File: src/design/smbsp_consts.vh
`ifndef SMBSP_CONSTS_VH
`define SMBSP_CONSTS_VH

// ----------------------------------------------------------------
// bus addressing
// ----------------------------------------------------------------
`define SMBSP_OWN_ADDR       7'h2E
`define SMBSP_WRITE_BYTE     8'h5C
`define SMBSP_ARA_ADDR       7'h0C

// ----------------------------------------------------------------
// configuration register 1 fields
// ----------------------------------------------------------------
`define SMBSP_CFG1_INDEX     8'h40
`define SMBSP_CFG1_RESET     8'h00
`define SMBSP_BUS_TIMEOUT_DISABLE_BIT 6

// ----------------------------------------------------------------
// timing
// ----------------------------------------------------------------
`define SMBSP_CLK_HZ         20000000
`define SMBSP_TIMEOUT_MS     35
`define SMBSP_TIMEOUT_CYC    ((`SMBSP_CLK_HZ / 1000) * `SMBSP_TIMEOUT_MS)

`endif

File: src/design/smbsp_port.v
// Overview of operation
// - answer to fixed 7-bit address 0x2E, and to the alert response address while alerting
// - first byte after start is address plus direction, 0x5C for write
// - nine clocks per byte: eight data bits MSB first, then ack
// - sda changes only with scl low; rise while high is stop
// - direction fixed at start; changing it needs a new start
// - writes carry one or two bytes; reads supply one byte
// - first written byte always loads the register pointer
// - second written byte goes to the pointed register
// - a read without pointer write uses the retained pointer
// - send byte: address, ack, pointer byte, ack, stop
// - repeated start may replace stop; read then uses new pointer
// - write byte: slave acks address, pointer and data
// - read byte: pointer write then read of selected register
// - active-low alert output when a value leaves its limits
// - receive byte: ack address, send one byte, master nacks
// - 35 ms without bus activity mid-transfer releases sda, except during the ack of the written data byte
// - bit 6 of configuration register 1 disables the timeout
// - while alerting, answer alert response address with own address
`timescale 1ns/100ps
`include "smbsp_consts.vh"

module smbsp_port
#(
  parameter TIMEOUT_CYCLES = `SMBSP_TIMEOUT_CYC,
  parameter [6:0] DEV_ADDR = `SMBSP_OWN_ADDR
)
(
  input  wire       clk_sys,
  input  wire       sys_rst,
  input  wire       sclIn,
  input  wire       sdaIn,
  output reg        sdaOut,
  output reg        sdaOe_n,
  input  wire       alertPinMode,
  input  wire       outOfLimit,
  output reg        alert_n,
  output reg  [7:0] regPtr,
  output reg  [7:0] regWrData,
  output reg        regWrStrobe,
  input  wire [7:0] regRdData,
  output reg  [7:0] cfg1
);

  // ----------------------------------------------------------------
  // states
  // ----------------------------------------------------------------
  localparam [5:0] ST_IDLE = 6'h01;
  localparam [5:0] ST_ADDR = 6'h02;
  localparam [5:0] ST_WPTR = 6'h04;
  localparam [5:0] ST_WDAT = 6'h08;
  localparam [5:0] ST_READ = 6'h10;
  localparam [5:0] ST_IGN  = 6'h20;

  // ----------------------------------------------------------------
  // pin sampling and edge finding
  // ----------------------------------------------------------------
  wire [1:0] pins;
  reg        sclQ;
  reg        sdaQ;

  smbsp_sync #(.WIDTH(2)) uSync
  (
    .clk_sys (clk_sys),
    .sys_rst (sys_rst),
    .asyncIn ({sclIn, sdaIn}),
    .syncOut (pins)
  );

  wire scl = pins[1];
  wire sda = pins[0];

  always @(posedge clk_sys)
  begin
    if (sys_rst)
    begin
      sclQ <= 1'b1;
      sdaQ <= 1'b1;
    end
    else
    begin
      sclQ <= scl;
      sdaQ <= sda;
    end
  end

  wire sclRise = scl & ~sclQ;
  wire sclFall = ~scl & sclQ;
  wire startCond = scl & sclQ & sdaQ & ~sda;
  wire stopCond  = scl & sclQ & ~sdaQ & sda;

  // ----------------------------------------------------------------
  // byte engine
  // ----------------------------------------------------------------
  reg [5:0] state;
  reg [3:0] bitCnt;
  reg [7:0] shiftIn;
  reg [7:0] shiftOut;
  reg       isAra;
  reg       inAck;
  reg       drive;
  reg       mAck;
  wire      tmoExpired;

  wire       busy = (state != ST_IDLE) && (state != ST_IGN);
  wire [7:0] rxByte = {shiftIn[6:0], sda};
  // judged at the eighth fall, when shiftIn already holds the whole byte
  wire       ownHit = (shiftIn[7:1] == DEV_ADDR);
  wire       araHit = (shiftIn[7:1] == `SMBSP_ARA_ADDR) & shiftIn[0]
                      & ~alert_n;

  smbsp_timeout #(.TIMEOUT_CYCLES(TIMEOUT_CYCLES)) uTmo
  (
    .clk_sys  (clk_sys),
    .sys_rst  (sys_rst),
    .busy     (busy),
    .activity (sclRise | sclFall),
    .toDisable (cfg1[`SMBSP_BUS_TIMEOUT_DISABLE_BIT]),
    .expired  (tmoExpired)
  );

  always @(posedge clk_sys)
  begin
    if (sys_rst)
    begin
      state       <= ST_IDLE;
      bitCnt      <= 4'h0;
      shiftIn     <= 8'h00;
      shiftOut    <= 8'h00;
      isAra       <= 1'b0;
      inAck       <= 1'b0;
      drive       <= 1'b0;
      mAck        <= 1'b0;
      regPtr      <= 8'h00;
      regWrData   <= 8'h00;
      regWrStrobe <= 1'b0;
      cfg1        <= `SMBSP_CFG1_RESET;
    end
    else
    begin
      regWrStrobe <= 1'b0;
      if (startCond)
      begin
        // repeated start reopens the address phase; pointer kept
        state  <= ST_ADDR;
        bitCnt <= 4'h0;
        inAck  <= 1'b0;
        drive  <= 1'b0;
      end
      else if (stopCond || tmoExpired)
      begin
        state <= ST_IDLE;
        drive <= 1'b0;
        inAck <= 1'b0;
      end
      else
      begin
        case (state)
          ST_IDLE, ST_IGN:
          begin
            // a pending data ack must last through its ninth clock
            if (sclFall)
              drive <= 1'b0;
          end
          default:
          begin
            if (sclRise && !inAck)
            begin
              shiftIn <= rxByte;
              bitCnt  <= bitCnt + 4'h1;
            end
            if (sclRise && inAck && state == ST_READ)
              mAck <= ~sda;
            if (sclFall && !inAck && bitCnt == 4'h8)
            begin
              inAck  <= 1'b1;
              bitCnt <= 4'h0;
              case (state)
                ST_ADDR:
                begin
                  if (ownHit || araHit)
                  begin
                    drive <= 1'b1;
                    isAra <= araHit;
                    state <= shiftIn[0] ? ST_READ : ST_WPTR;
                  end
                  else
                    state <= ST_IGN;
                end
                ST_WPTR:
                begin
                  regPtr <= shiftIn;
                  drive  <= 1'b1;
                  state  <= ST_WDAT;
                end
                ST_WDAT:
                begin
                  regWrData   <= shiftIn;
                  regWrStrobe <= 1'b1;
                  if (regPtr == `SMBSP_CFG1_INDEX)
                    cfg1 <= shiftIn;
                  drive <= 1'b1;
                  state <= ST_IGN;
                end
                default:
                begin
                  // read: master acks, slave releases
                  drive <= 1'b0;
                  if (!mAck)
                    state <= ST_IGN;
                end
              endcase
              if (state == ST_READ)
                inAck <= 1'b1;
            end
            else if (sclFall && inAck)
            begin
              inAck <= 1'b0;
              if (state == ST_READ)
              begin
                // one data byte per read; address phase loads it
                shiftOut <= isAra ? {DEV_ADDR, 1'b1}
                                  : (regPtr == `SMBSP_CFG1_INDEX
                                     ? cfg1 : regRdData);
                drive    <= 1'b0;
              end
              else
                drive <= 1'b0;
            end
          end
        endcase
      end
    end
  end

  // ----------------------------------------------------------------
  // sda driver; data bits change only after scl falls
  // ----------------------------------------------------------------
  reg       rdPhase;
  reg [3:0] rdBit;

  always @(posedge clk_sys)
  begin
    if (sys_rst)
    begin
      rdPhase <= 1'b0;
      rdBit   <= 4'h0;
      sdaOut  <= 1'b1;
      sdaOe_n <= 1'b1;
    end
    else
    begin
      if (state != ST_READ || startCond || stopCond || tmoExpired)
      begin
        rdPhase <= 1'b0;
        rdBit   <= 4'h0;
      end
      else if (sclFall && inAck && !rdPhase)
      begin
        rdPhase <= 1'b1;
        rdBit   <= 4'h0;
      end
      else if (rdPhase && sclFall)
      begin
        if (rdBit == 4'h8)
          rdPhase <= 1'b0;
        rdBit <= rdBit + 4'h1;
      end
      if (drive)
      begin
        sdaOut  <= 1'b0;
        sdaOe_n <= 1'b0;
      end
      else if (rdPhase && rdBit < 4'h8)
      begin
        sdaOut  <= 1'b0;
        sdaOe_n <= shiftOut[3'h7 - rdBit[2:0]];
      end
      else
      begin
        sdaOut  <= 1'b1;
        sdaOe_n <= 1'b1;
      end
    end
  end

  // ----------------------------------------------------------------
  // alert output; held only while the pin is in alert mode
  // ----------------------------------------------------------------
  always @(posedge clk_sys)
  begin
    if (sys_rst)
      alert_n <= 1'b1;
    else
      alert_n <= ~(alertPinMode & outOfLimit);
  end

endmodule

File: src/design/smbsp_sync.v
`timescale 1ns/100ps
`include "smbsp_consts.vh"

// ----------------------------------------------------------------
// two-stage synchroniser, one per bit
// ----------------------------------------------------------------
module smbsp_sync
#(
  parameter WIDTH = 2
)
(
  input  wire             clk_sys,
  input  wire             sys_rst,
  input  wire [WIDTH-1:0] asyncIn,
  output wire [WIDTH-1:0] syncOut
);

  reg [WIDTH-1:0] stageA;
  reg [WIDTH-1:0] stageB;

  // resets to the idle-high bus level so no false start appears
  genvar i;
  generate
    for (i = 0; i < WIDTH; i = i + 1)
    begin : gBit
      always @(posedge clk_sys)
      begin
        if (sys_rst)
        begin
          stageA[i] <= 1'b1;
          stageB[i] <= 1'b1;
        end
        else
        begin
          stageA[i] <= asyncIn[i];
          stageB[i] <= stageA[i];
        end
      end
    end
  endgenerate

  assign syncOut = stageB;

endmodule

File: src/design/smbsp_timeout.v
`timescale 1ns/100ps
`include "smbsp_consts.vh"

// ----------------------------------------------------------------
// bus inactivity timer
// ----------------------------------------------------------------
module smbsp_timeout
#(
  parameter TIMEOUT_CYCLES = `SMBSP_TIMEOUT_CYC
)
(
  input  wire clk_sys,
  input  wire sys_rst,
  input  wire busy,
  input  wire activity,
  input  wire toDisable,
  output reg  expired
);

  reg [31:0] count;

  always @(posedge clk_sys)
  begin
    if (sys_rst)
    begin
      count   <= 32'h0000_0000;
      expired <= 1'b0;
    end
    else
    begin
      expired <= 1'b0;
      if (!busy || activity || toDisable)
        count <= 32'h0000_0000;
      else if (count >= TIMEOUT_CYCLES - 1)
      begin
        count   <= 32'h0000_0000;
        expired <= 1'b1;
      end
      else
        count <= count + 32'h0000_0001;
    end
  end

endmodule

File: config.mk
export PLATFORM = sky130hd
export DESIGN_NAME = smbsp_port
export DESIGN_NICKNAME = d
export VERILOG_FILES = /design/src/design/smbsp_port.v /design/src/design/smbsp_sync.v /design/src/design/smbsp_timeout.v
export VERILOG_INCLUDE_DIRS = /design/src /design/src/design
export SDC_FILE = /design/constraint.sdc
export NUM_CORES = 1
export LEC_CHECK = 0
export BUFFER_PORTS_ARGS = -buffer_cell sky130_fd_sc_hd__buf_2
export CORE_MARGIN = 1
export CORE_UTILIZATION = 58
export CTS_BUF_LIST = sky130_fd_sc_hd__clkbuf_16
export CTS_CLUSTER_DIAMETER = 30
export DETAILED_ROUTE_END_ITERATION = 10
export PLACE_DENSITY_LB_ADDON = 0.1
export SETUP_SLACK_MARGIN = 0.2
export SYNTH_ARGS = -nofsm -noshare
export SYNTH_HDL_FRONTEND = slang
export SYNTH_HIERARCHICAL = 1
export SYNTH_SLANG_ARGS = --single-unit
File: constraint.sdc
create_clock -name clk_sys -period 3.5 [get_ports clk_sys]
set_input_delay 0.35 -clock clk_sys [delete_from_list [all_inputs] [get_ports clk_sys]]
set_output_delay 0.35 -clock clk_sys [all_outputs]
set_load 0.01 [all_outputs]
After elaboration in Yosys (flattened, before gate mapping)
Cells that the tools add are included.
- add/sub/neg operators: 4
- $lt $le $gt $ge: 3
- eq/ne operators: 19
- muxes and demuxes: 30
- bitwise operators: 21
- reduce and logical (&&, ||, !) cells: 48
- operator list (cell ; number):
    adder 32 x 1 -> 32 bit (second input constant) ; 1
    >= comparator 32 x 20 -> 1 bit (second input constant) ; 1
    one-hot mux 6 bit (3 select lines) ; 1
    AND reduction 6 bit ; 3
    two-way mux 1 bit ; 16
    two-way mux 8 bit ; 2
    two-way mux 6 bit ; 2
    AND reduction 3 bit ; 4
    AND 1 bit ; 10
    logical AND 1 bit ; 10
    inverter 1 bit ; 10
    AND reduction 5 bit ; 2
    OR reduction 2 bit ; 5
    OR reduction 3 bit ; 3
    adder 4 x 1 -> 4 bit (second input constant) ; 2
    equality test 4 bit (second input constant) ; 2
    equality test 8 x 7 -> 1 bit (second input constant) ; 1
    two-way mux 2 bit ; 4
    two-way mux 4 bit ; 2
    AND reduction 4 bit ; 2
    nonzero test 2 bit ; 4
    equality test 7 x 4 -> 1 bit (second input constant) ; 1
    equality test 7 x 6 -> 1 bit (second input constant) ; 1
    logical OR 1 bit ; 7
    other kinds (25) ; 29
- register bits after elaboration: 102
- input port bits: 14
- output and inout port bits: 28
- logic and storage cells: 151

Depth between registers and ports, before layout
Gate-level depths: netlist (run 1).
- word-level depth: 10
- gate-level depth with buffers: 8
- depth with buffers taken out: 6

Modules after synthesis
The synthesis (run 1) kept the hierarchy.
- by module, submodules not included (module ; instances ; cells each ; area an instance (um^2) ; sequential area each (um^2)):
    smbsp_port ; 1 ; 324 ; 3171.8 ; 1301.2
    smbsp_timeout ; 1 ; 129 ; 1315.0 ; 660.6
    smbsp_sync ; 1 ; 8 ; 105.1 ; 80.1

Worst setup path before layout (run 1)
Ideal clock, no wire load.
- path type: register to register
- start: reg uSync.stageB[1] (netlist: uSync/syncOut[1])
- end: reg shiftOut[0]
- library setup time: 137 ps
- arrival: 1907 ps
- required time: 3363 ps
- path slack: 1456 ps
- cell stages (with the launch flop): 8
- buffers on the path: 1
- clock period less this slack: 2044 ps
- cells stage by stage: dfxtp_1 -> inv_1 -> ha_1 -> buf_2 -> or4bb_1 -> or2_2 -> nor4_4 -> a211oi_1
- longest elaborated chain between the ends: 6
- elaborated cells on any way between the ends: 15
- classes of those cells: bitwise: 10; reduce/logical: 5
- RTL lines (item ; RTL line ; RTL):
    from (decl) ; smbsp_sync.v:19 ; reg [WIDTH-1:0] stageB;
    from (signal, indexed assignment) ; smbsp_sync.v:36 ; stageB[i] <= stageA[i];
    AND 1 bit / inverter 1 bit (equally long branches) ; smbsp_port.v:89, smbsp_port.v:90, smbsp_port.v:88 ;
    AND 1 bit (on tied branches) ; smbsp_port.v:90, smbsp_port.v:88 ;
    AND 1 bit / logical AND 1 bit (equally long branches) ; smbsp_port.v:90, smbsp_port.v:174 ;
    logical OR 1 bit / logical AND 1 bit (equally long branches) ; smbsp_port.v:150, smbsp_port.v:174 ;
    inverter 1 bit (no line) ; -- ;
    AND reduction 6 bit (no line) * ; -- ;
    to (signal assigned) ; smbsp_port.v:222 ; shiftOut <= isAra ? {DEV_ADDR, 1'b1}
    to (decl) ; smbsp_port.v:98 ; reg [7:0] shiftOut;
Mark *: on every way between the ends. The rest lies on a longest branch, timed or not.
A chain may end at the register's enable or synchronous reset.

Worst setup path in the final report (run 1)
- start: reg state[1]
- end: reg uTmo.count[4]
- longest elaborated chain between the ends: 6
- elaborated cells on any way between the ends: 7
- classes of those cells: eq/ne: 2; reduce/logical: 5
- RTL lines (item ; RTL line ; RTL):
    from (decl) ; smbsp_port.v:95 ; reg [5:0] state;
    from (signal assigned) ; smbsp_port.v:185 ; state <= shiftIn[0] ? ST_READ : ST_WPTR;
    != test 6 x 1 -> 1 bit / != test 6 bit (equally long branches) ; smbsp_port.v:105 ; wire busy = (state != ST_IDLE) && (state != ST_IGN);
    logical AND 1 bit * ; smbsp_port.v:105 ;
    net busy ; smbsp_port.v:105 ;
    zero test 1 bit * ; smbsp_timeout.v:32 ; if (!busy || activity || toDisable)
    logical OR 1 bit * (2 in a row) ; smbsp_timeout.v:32 ;
    OR reduction 3 bit (no line) * ; -- ;
    to (signal assigned) ; smbsp_timeout.v:40 ; count <= count + 32'h0000_0001;
    to (decl) ; smbsp_timeout.v:20 ; reg [31:0] count;
The timed path passes the listed nets; every way through them passes the cells marked *.

==> results of run 1 <==
cells by family (layout without fill, tap and decap cells):
family	Yosys count	in the layout	share of synthesized area (%)
buffers and inverters	33	73	3.16
muxes	46	46	10.6
xor gates and xnor gates	20	20	3.81
DFF	102	102	44.5
and+or+nand+nor	180	180	25.0
AOI/OAI and AO/OA	72	72	11.0
other	1	12	0.0817
adders and majority gates	7	7	1.91
metrics by stage:
step / area [um2] / cells / utilization (%)
finish: 5210 / 614 / 67.8
global route: 5210 / 614 / 67.8
CTS: 5210 / 614 / 67.8
detailed placement: 4890 / 598 / 63.6
global placement: 4890 / 598 / 63.6
floorplan: 4630 / 472 / -
per-layer routing:
layer,wire [um],GRT usage [%]
met5,0,0
met1,4520,31.7
met4,118,6.61
met2,4670,40.8
met3,363,6.45
registers in the layout (all words and copies together), names as in the netlist, 2 cells and up:
signal         count
bitCnt             4
cfg1               8
rdBit              4
regPtr             8
regWrData          8
shiftIn            8
shiftOut           8
state              6
uSync/stageA       2
uSync/syncOut      2
uTmo/count        32
area by class of cell:
class	instances	area [um2]
sequential	102	2040
multi-input combinational	337	2450
tap	102	128
clock inverter	7	95.1
clock buffer	9	225
inverter	13	48.8
timing repair buffer	44	228
fill	643	2470
power by group:
| group | leakage, nW | switching, W | internal, W |
|---|---|---|---|
| sequential | 0.828 | 0.00000869 | 0.00117 |
| clock | 0.158 | 0.000469 | 0.000578 |
| combinational | 1.11 | 0.0000431 | 0.0000295 |
| total | 2.10 | 0.000521 | 0.00178 |
cells in the final DEF, fill, tap and decap left out, drive strengths merged, types with 4 or more instances in the layout:
cell	Yosys	layout
dfxtp	102	102
buf	6	44
mux2i	43	43
nand2b	36	36
nand2	18	18
inv	13	18
o21ai	17	17
nor2	16	16
nand3	16	16
nor3	16	16
a21oi	15	15
xor2	14	14
a211oi	13	13
conb	1	12
nor4	11	11
nand4	10	10
or2	10	10
clkbuf	14	9
or3	7	7
ha	7	7
or4	7	7
xnor2	6	6
nand3b	4	4
a21o	4	4
and4b	4	4
nand4b	4	4
o211ai	4	4
o31ai	4	4
path summary, 6_finish.rpt:
path,from,endpoint,depth (start not counted)
worst min register to register,uSync/stageA[0],uSync/syncOut[0],1
worst max register to register,state[1],uTmo/count[4],6
worst min-delay path,outOfLimit,alert_n,2
worst max-delay path,state[1],uTmo/count[4],6
cells in the mapped netlist, drive strengths merged, types with 2 or more instances:
cell type | instances | share of area (%)
o31ai | 4 | 0.65
nand2b | 36 | 4.9
nand3 | 16 | 1.9
or4 | 7 | 1.2
and4 | 3 | 0.68
or2 | 10 | 1.4
or3 | 7 | 0.95
ha | 7 | 1.9
nor4b | 2 | 0.38
nand4b | 4 | 0.76
nand2 | 18 | 1.5
nand3b | 4 | 0.65
nor2b | 3 | 0.41
and3 | 3 | 0.52
o21bai | 2 | 0.33
nand4 | 10 | 1.8
buf | 6 | 0.93
dfxtp | 102 | 44
or4bb | 2 | 0.49
a21oi | 15 | 1.6
a21o | 4 | 0.65
xor2 | 14 | 2.7
mux4 | 2 | 0.98
a211oi | 13 | 2.3
nor3b | 2 | 0.33
nor2 | 16 | 1.3
o211ai | 4 | 0.65
clkbuf | 14 | 1.2
nor4 | 11 | 1.8
mux2i | 43 | 9.4
nor3 | 16 | 1.9
o21a | 2 | 0.33
xnor2 | 6 | 1.1
or4b | 3 | 0.74
inv | 13 | 1.1
and4b | 4 | 0.87
o21ai | 17 | 1.9
==> impl_metrics.py, run 1 <==
metrics = {
    "global_route": {
        "antenna_found_initial": 0,
        "gr-total-overflow": 0,
        "grt_max_degree": 60,
        "grt_pass1_vias": 3311,
        "grt_pass1_wl_um": 16100,
        "grt.total_usage_pct": 24.6,
    },
    "setup_path": {
        "critPathMaxStageDelay_ns": 0.63,
        "worst-setup-path-type": "reg2reg",
        "startpoint_type": "flop",
        "cp-end-kind": "flop",
        "path_cells": "or4_1 > nor2_1 > inv_1 > nor4b_1 > nand3_1 > nor3_1",
        "critPathSlowestCell": "nand3_1",
        "crit_required_ns": 3.69,
        "path_delay_family": "simple AND/OR/NAND/NOR gates",
        "worstPathArrival_ns": 2.61,
        "crit_buf_inv": 1,
        "crit_path_max_fanout": 20,
        "r2r_slack_ns": 1.08,
    },
    "die": {
        "ios": 42,
        "fp.dieH_um": 91.0,
        "die_w_um": 91.0,
        "die_area_um2": 8280,
        "core.rowCount": 32,
        "initial_core_util_pct": 59.7,
        "coreArea_um2": 7690,
    },
    "cts": {
        "clk_pin_slew_worst_paths_ns": 0.07,
        "clkLatencyLatePin_ns": 0.35,
        "post_cts_resized": 0,
        "cts_sinks": 102,
        "cts_tree": "built",
        "postCtsSetupRepairBufs": 0,
        "cts-root-buf": "clkbuf_16",
        "cts_buffers": 9,
        "clock_path_buffers": 2,
        "ctsHoldBuffers": 0,
        "htree_levels": 3,
    },
    "synth": {
        "async_reset_ff_share_pct": 0,
        "ys_warn_count": 6,
        "synthDistinctLibCells": 68,
        "ys_ff_latch": 102,
        "syn_area_um2": 4590,
        "synth_edf_count": 0,
        "synth_top_flop_cell": "dfxtp_1",
        "syn_avg_cell_area_um2": 9.96,
        "ys_seq_area_share_pct": 44.5,
        "synth_cells": 461,
    },
    "timing": {
        "fmax_mhz": 413,
        "min_period_ns": 2.42,
        "finalClockSkew_ns": 0.0114,
        "timing.final.ws_setup_ns": 1.08,
        "holdWs_ns": 0.188,
        "fin_crit_sh_pct": 69.1,
        "slew_viol_final": 0,
        "tightest_slew_ns": 0.880,
        "maxSlewHeadroom_pct": 41.2,
        "fin_tns_setup_ns": 0,
        "setup_viol": 0,
        "hold_violations": 0,
        "rsz0062_at_grt": "no",
    },
    "placement": {
        "place_congestion": 0.854,
        "place_ws_ns": 1.09,
        "post-dp-hpwl_um": 6770,
        "port_buffers": 41,
    },
    "route": {
        "wirelength_um": 9680,
        "vias": 3551,
        "ant_nets": 0,
        "drc_errors": 0,
        "routedWlPerCell_um": 15.8,
        "via_per_inst": 5.78,
        "drtPass1Iterations": 4,
        "initialDrtViolationCount": 132,
    },
    "power": {
        "power_leakage_nw": 2.10,
        "ir_drop_mv": 0.400,
        "powerDensity_nw_per_um2": 441,
        "fin_total_pwr_w": 0.00230,
    },
    "cells_and_area": {
        "drive_above_1_share_pct": 16.4,
        "area_delta_synth_final_pct": 13.5,
        "fin_nets": 528,
        "antenna_cells": 0,
    },
    "job": {
        "maxCapViolCount": 0,
    },
    "status": {
        "status": "complete, no violations",
    },
    "min_path": {
        "hold_path_class": "in2reg",
    },
}
Note: power is estimated with default switching activity, not from simulation.
==> run 2, diff against run 1 <==
--- a/config.mk
+++ b/config.mk
@@ -6,6 +6,7 @@
 export SDC_FILE = /design/constraint.sdc
 export NUM_CORES = 1
 export LEC_CHECK = 0
+export ABC_AREA = 1
 export BUFFER_PORTS_ARGS = -buffer_cell sky130_fd_sc_hd__buf_2
 export CORE_MARGIN = 1
 export CORE_UTILIZATION = 58
==> constraint.sdc (replaced) <==
create_clock -name clk_sys -period 2.3 [get_ports clk_sys]
set_input_delay 0.23 -clock clk_sys [delete_from_list [all_inputs] [get_ports clk_sys]]
set_output_delay 0.23 -clock clk_sys [all_outputs]
set_load 0.01 [all_outputs]
==> run 2 against run 1 <==
Compared with the run above: synthesized area grew 2.7%; first-iteration DRC count grew 130%; clock power grew 42%; combinational power grew 91%; cell count grew 30%; hold slack lost 0.12 ns; core utilization grew 0.53 points; sequential share of layout area shrank 0.90 points; routed wire length grew 3.0%; flip-flop and latch count is the same; clock-buffer cell count is the same; highest routed layer unchanged.
==> impl_metrics.py, run 2 <==
metrics = {
    "status": {
        "status": "complete, no violations",
    },
    "cts": {
        "htree_levels": 3,
        "cts_buffers": 9,
        "ctsHoldBuffers": 0,
        "clkLatencyLatePin_ns": 0.34,
        "cts_tree": "built",
        "clock_path_buffers": 2,
        "clk_pin_slew_worst_paths_ns": 0.07,
        "post_cts_resized": 0,
        "cts_sinks": 102,
        "cts-root-buf": "clkbuf_16",
    },
    "route": {
        "wirelength_um": 9970,
        "via_per_inst": 5.10,
        "drtPass1Iterations": 5,
        "ant_nets": 0,
        "drc_errors": 0,
        "vias": 4085,
        "routedWlPerCell_um": 12.4,
        "initialDrtViolationCount": 299,
    },
    "setup_path": {
        "worstPathArrival_ns": 2.09,
        "worst-setup-path-type": "reg2reg",
        "crit_required_ns": 2.52,
        "startpoint_type": "flop",
        "r2r_cells": 9,
        "cp-end-kind": "flop",
        "crit_path_max_fanout": 8,
    },
    "synth": {
        "synth_edf_count": 0,
        "async_reset_ff_share_pct": 0,
        "synthDistinctLibCells": 34,
        "synthTopCellsByCount": "nand2_1 (130), dfxtp_1 (102), nor2_1 (73)",
        "synth_cells": 640,
        "synth_area_leader_cell": "dfxtp_1",
        "ys_seq_area_share_pct": 43.3,
        "yosys.area.top_type_share_pct": 43.3,
        "syn_area_um2": 4720,
        "synth_top_flop_cell": "dfxtp_1",
        "synthTopCellsByArea": "dfxtp_1 (43%), nand2_1 (10%), nand3_1 (6.2%)",
        "yosysMostFrequentCell": "nand2_1",
        "ys_ff_latch": 102,
        "ys_warn_count": 6,
        "syn_avg_cell_area_um2": 7.37,
    },
    "die": {
        "die_w_um": 92.2,
        "coreArea_um2": 7810,
        "core.rowCount": 32,
        "initial_core_util_pct": 60.4,
        "die_area_um2": 8500,
        "ios": 42,
        "fp.dieH_um": 92.2,
    },
    "global_route": {
        "grt.total_usage_pct": 25.1,
        "grt_max_degree": 26,
        "gr-total-overflow": 0,
        "grt_pass1_wl_um": 17200,
        "grt_pass1_vias": 3866,
        "antenna_found_initial": 0,
    },
    "timing": {
        "rsz0062_at_grt": "no",
        "hold_violations": 0,
        "maxSlewHeadroom_pct": 55.1,
        "setup_viol": 0,
        "min_period_ns": 1.88,
        "fmax_mhz": 532,
        "fin_tns_setup_ns": 0,
        "tightest_slew_ns": 0.672,
        "fin_crit_sh_pct": 81.7,
        "finalClockSkew_ns": 0.00979,
        "slew_viol_final": 0,
    },
    "cells_and_area": {
        "area_delta_synth_final_pct": 13.1,
        "largest_register": "uTmo/count",
        "largest_reg_flops": 32,
        "fin_nets": 715,
        "antenna_cells": 0,
        "mostFrequentLayoutCells": "nand2_1 (130), dfxtp_1 (102), nor2_1 (73)",
        "fillers": 682,
        "drive_above_1_share_pct": 18.7,
        "layout_commonest_cell": "nand2_1",
    },
    "placement": {
        "port_buffers": 41,
        "post-dp-hpwl_um": 7180,
        "place_congestion": 0.858,
    },
    "power": {
        "ir_drop_mv": 0.382,
        "powerDensity_nw_per_um2": 643,
        "fin_total_pwr_w": 0.00343,
        "power_leakage_nw": 2.17,
    },
    "min_path": {
        "hold_path_class": "in2reg",
        "worstHoldPathCells": 3,
    },
    "job": {
        "maxCapViolCount": 0,
    },
}
run 2: cell count changes after synthesis, moves of 10 or more:
cell,change
nand3_1,+43
nor2_2,+34
a211oi_1,-10
nand2b_1,-36
nand2_1,+112
nor2_1,+57
inv_1,+58
mux2i_1,-43
a21oi_1,+33
run 2: cells by family after synthesis:
group | count (synthesis) | share of synthesized area, %
simple gates | 340 | 34.3
compound gates | 75 | 8.33
fa+ha+maj | 7 | 1.86
flops | 102 | 43.3
xor+xnor | 19 | 3.53
other cells | 1 | 0.0795
buf+inv | 96 | 8.62
run 2: stage by stage:
stage | cell area (um2) | hold slack, ns | utilization, % | setup WS [ns] | instances
global route | 5340 | 0.0697 | 68.3 | 0.228 | 801
CTS | 5320 | 0.0602 | 68.1 | 0.305 | 798
floorplan | 4760 | 0.316 | - | 0.757 | 651
global placement | 5010 | 0.401 | 64.2 | 0.421 | 782
detailed placement | 5010 | 0.400 | 64.2 | 0.332 | 782
finish | 5340 | 0.0665 | 68.3 | 0.422 | 801
run 2: path summary, 6_finish.rpt:
path	from	endpoint	slack, ns
worst max register to register	uSync/syncOut[1]	cfg1[2]	0.42
worst min register to register	uSync/stageA[0]	uSync/syncOut[0]	0.42
worst min-delay path	sdaIn	uSync/stageA[0]	0.07
worst max-delay path	uSync/syncOut[1]	cfg1[2]	0.42
run 2: what timing repair did:
action                     in CTS  in global routing
setup buffers                   0                  1
setup endpoints to repair       0                 24
hold endpoints to repair        0                  0
run 2: area by class of cell:
class / instances / area [um2] / area share [%]
Timing Repair Buffer: 46 / 243 / 4.55
Clock buffer: 9 / 225 / 4.22
Multi-Input combinational cell: 455 / 2320 / 43.5
Inverter: 80 / 300 / 5.63
Tap cell: 102 / 128 / 2.39
Sequential cell: 102 / 2040 / 38.3
Clock inverter: 7 / 75.1 / 1.41
run 2: power breakdown:
part	total, W	leakage (nW)	switching (W)	internal [W]
logic	0.000139	1.19	0.0000948	0.0000438
registers	0.00180	0.828	0.0000132	0.00179
clock network	0.00149	0.150	0.000719	0.000774
total	0.00343	2.17	0.000827	0.00261
run 2: critical path, stage by stage, from the launching register on:
cell and delay [ns]:
dfxtp_1 0.33, inv_1 0.09, ha_1 0.24, nand3_1 0.12, nor2_2 0.15, nand3_2 0.21, nor2_4 0.25, nand2_1 0.20
nand2_1 0.11, a21oi_1 0.07
run 2: per-layer routing:
layer | global-route usage, % | vias to the layer above | wire, um
met5 | 0 | - | 0
met4 | 5.60 | 0 | 75
met3 | 5.39 | 7 | 432
met2 | 43.5 | 86 | 4710
met1 | 32.0 | 1871 | 4750
li1 | - | 2121 | -
==> run 3, diff against run 2 <==
--- a/config.mk
+++ b/config.mk
@@ -9,7 +9,7 @@
 export ABC_AREA = 1
 export BUFFER_PORTS_ARGS = -buffer_cell sky130_fd_sc_hd__buf_2
 export CORE_MARGIN = 1
-export CORE_UTILIZATION = 58
+export CORE_UTILIZATION = 53
 export CTS_BUF_LIST = sky130_fd_sc_hd__clkbuf_16
 export CTS_CLUSTER_DIAMETER = 30
 export DETAILED_ROUTE_END_ITERATION = 10
==> constraint.sdc (replaced) <==
create_clock -name clk_sys -period 1.5 [get_ports clk_sys]
set_input_delay 0.15 -clock clk_sys [delete_from_list [all_inputs] [get_ports clk_sys]]
set_output_delay 0.15 -clock clk_sys [all_outputs]
set_load 0.01 [all_outputs]
==> run 3 against run 2 <==
Compared with the run above: the flow now finishes with violations (negative setup slack); die area up 9.2%; sequential share of layout area down 6.2 points; hold slack improved by 0.083 ns; fmax grew 14%; clock-buffer cell count unchanged; clock skew increased by 0.0019 ns; clock power grew 64%; power rose by 63%; combinational power increased to 2.8 times the previous value; critical path type unchanged; via count grew 8.7%; largest power group unchanged; worst setup slack got worse by 0.57 ns.
==> impl_metrics.py, run 3 (synthesis results as in run 2) <==
metrics = {
    "status": {
        "status": "finished, violations left",
        "failed_checks": "negative setup slack",
    },
    "cts": {
        "cts_tree": "built",
        "cts_sinks": 102,
        "cts_buffers": 9,
        "htree_levels": 3,
        "clk_pin_slew_worst_paths_ns": 0.08,
        "clkLatencyLatePin_ns": 0.35,
        "cts-root-buf": "clkbuf_16",
        "clock_path_buffers": 2,
    },
    "global_route": {
        "use_met3_pct": 5.13,
        "grt_pass1_wl_um": 17600,
        "antenna_found_initial": 0,
        "use_met1_pct": 33.8,
        "gr-total-overflow": 0,
        "grt_max_degree": 24,
        "met2_usage_pct": 39.3,
        "grt_pass1_vias": 3841,
        "grt_busiest_layer": "met2",
        "grt.total_usage_pct": 24.6,
    },
    "timing": {
        "slew_viol_final": 0,
        "fmax_mhz": 607,
        "min_period_ns": 1.65,
        "tightest_slew_ns": 0.494,
        "rsz0062_at_grt": "yes",
        "timing.final.ws_setup_ns": -0.146,
        "setup_viol": 61,
        "fin_crit_sh_pct": 110,
        "hold_violations": 0,
        "maxSlewHeadroom_pct": 66.8,
        "finalClockSkew_ns": 0.0117,
    },
    "setup_path": {
        "worst-setup-path-type": "reg2reg",
        "crit_buf_inv": 4,
        "worstPathArrival_ns": 1.93,
        "critPathMaxStageDelay_ns": 0.38,
        "crit_required_ns": 1.78,
        "crit_path_max_fanout": 5,
        "path_cells": "inv_4 > nor2_2 > nand3_2 > nand2_4 > clkinv_4 > inv_4 > nor4_4 > nand3_4 > clkbuf_16 > nor2_2",
        "critPathSlowestCell": "dfxtp_4",
        "path_delay_family": "simple AND/OR/NAND/NOR gates",
        "startpoint_type": "flop",
        "cp-end-kind": "flop",
    },
    "cells_and_area": {
        "fin_nets": 767,
        "layout_commonest_cell": "nand2_1",
        "antenna_cells": 0,
        "drive_above_1_share_pct": 34.9,
        "fillers": 636,
        "largest_register": "uTmo/count",
        "mostFrequentLayoutCells": "nand2_1 (116), dfxtp_1 (89), nor2_1 (62)",
        "final_cells": 859,
        "area_delta_synth_final_pct": 36.8,
        "largest_reg_flops": 32,
    },
    "placement": {
        "dp.cells": 819,
        "post-dp-hpwl_um": 7700,
        "port_buffers": 41,
        "place_congestion": 0.841,
    },
    "die": {
        "coreArea_um2": 8680,
        "fp.dieH_um": 96.3,
        "ios": 42,
        "die_w_um": 96.3,
        "initial_core_util_pct": 54.4,
        "die_area_um2": 9280,
        "core.rowCount": 34,
    },
    "min_path": {
        "hold_path_class": "in2reg",
    },
    "power": {
        "power_leakage_nw": 2.64,
        "powerDensity_nw_per_um2": 866,
        "fin_total_pwr_w": 0.00559,
        "ir_drop_mv": 0.662,
    },
    "route": {
        "routedWlPerCell_um": 13.7,
        "wirelength_um": 11800,
        "vias": 4440,
        "via_per_inst": 5.17,
        "ant_nets": 0,
        "initialDrtViolationCount": 238,
        "drc_errors": 0,
        "drtPass1Iterations": 5,
    },
    "job": {
        "maxCapViolCount": 0,
    },
}
run 3: cell type report:
class	count	area [um2]	area share (%)
multi-input combinational	454	2790	43.3
sequential	102	2070	32.0
timing repair buffer	99	808	12.5
inverter	80	319	4.94
clock buffer	9	225	3.49
tap	108	135	2.09
clock inverter	7	104	1.61
run 3: power by group:
part,internal (W),switching [W]
clock network,0.00123,0.00122
logic,0.000170,0.000213
registers,0.00274,0.0000218
total,0.00414,0.00145
run 3: path summary, 6_finish.rpt:
kind / start / slack [ns] / cells after the start / endpoint
max: state[5] / -0.15 / 10 / uTmo/count[13]
max reg2reg: state[5] / -0.15 / 10 / uTmo/count[13]
min reg2reg: uSync/stageA[0] / 0.41 / 2 / uSync/syncOut[0]
min: regRdData[0] / 0.15 / 5 / shiftOut[0]
run 3: timing repair:
action                     CTS  global route
hold endpoints to repair     3             0
hold buffers                 4             0
setup buffers                2            12
gates cloned                 2             4
setup endpoints to repair   81            81
pin swaps                    7            22
gates resized for setup     32            80
run 3: metrics by stage:
| step | cell area (um2) | TNS, ns | util [%] | hold WS (ns) | setup WS, ns |
|---|---|---|---|---|---|
| 4_1_cts | 5970 | -1.13 | 68.8 | 0.137 | -0.0587 |
| 3_5_place_dp | 5440 | -1.94 | 62.7 | 0.338 | -0.0997 |
| 5_1_grt | 6450 | -10.41 | 74.4 | 0.176 | -0.217 |
| 2_1_floorplan | 4910 | 0 | - | 0.236 | 0.0470 |
| 6_report | 6450 | -4.31 | 74.4 | 0.149 | -0.146 |
| 3_3_place_gp | 5440 | -0.339 | 62.7 | 0.335 | -0.0647 |
run 3: metal layers:
layer,share of wire (%),vias to the layer above
met5,0,-
met4,1.6,0
met3,3.7,21
met2,49,116
met1,46,2063
li1,-,2240
run 3: worst min-delay path, stage by stage:
cell     delay [ns]
buf_2          0.07
a21oi_1        0.05
nand2_1        0.07
nor2_2         0.04
nor2_1         0.08
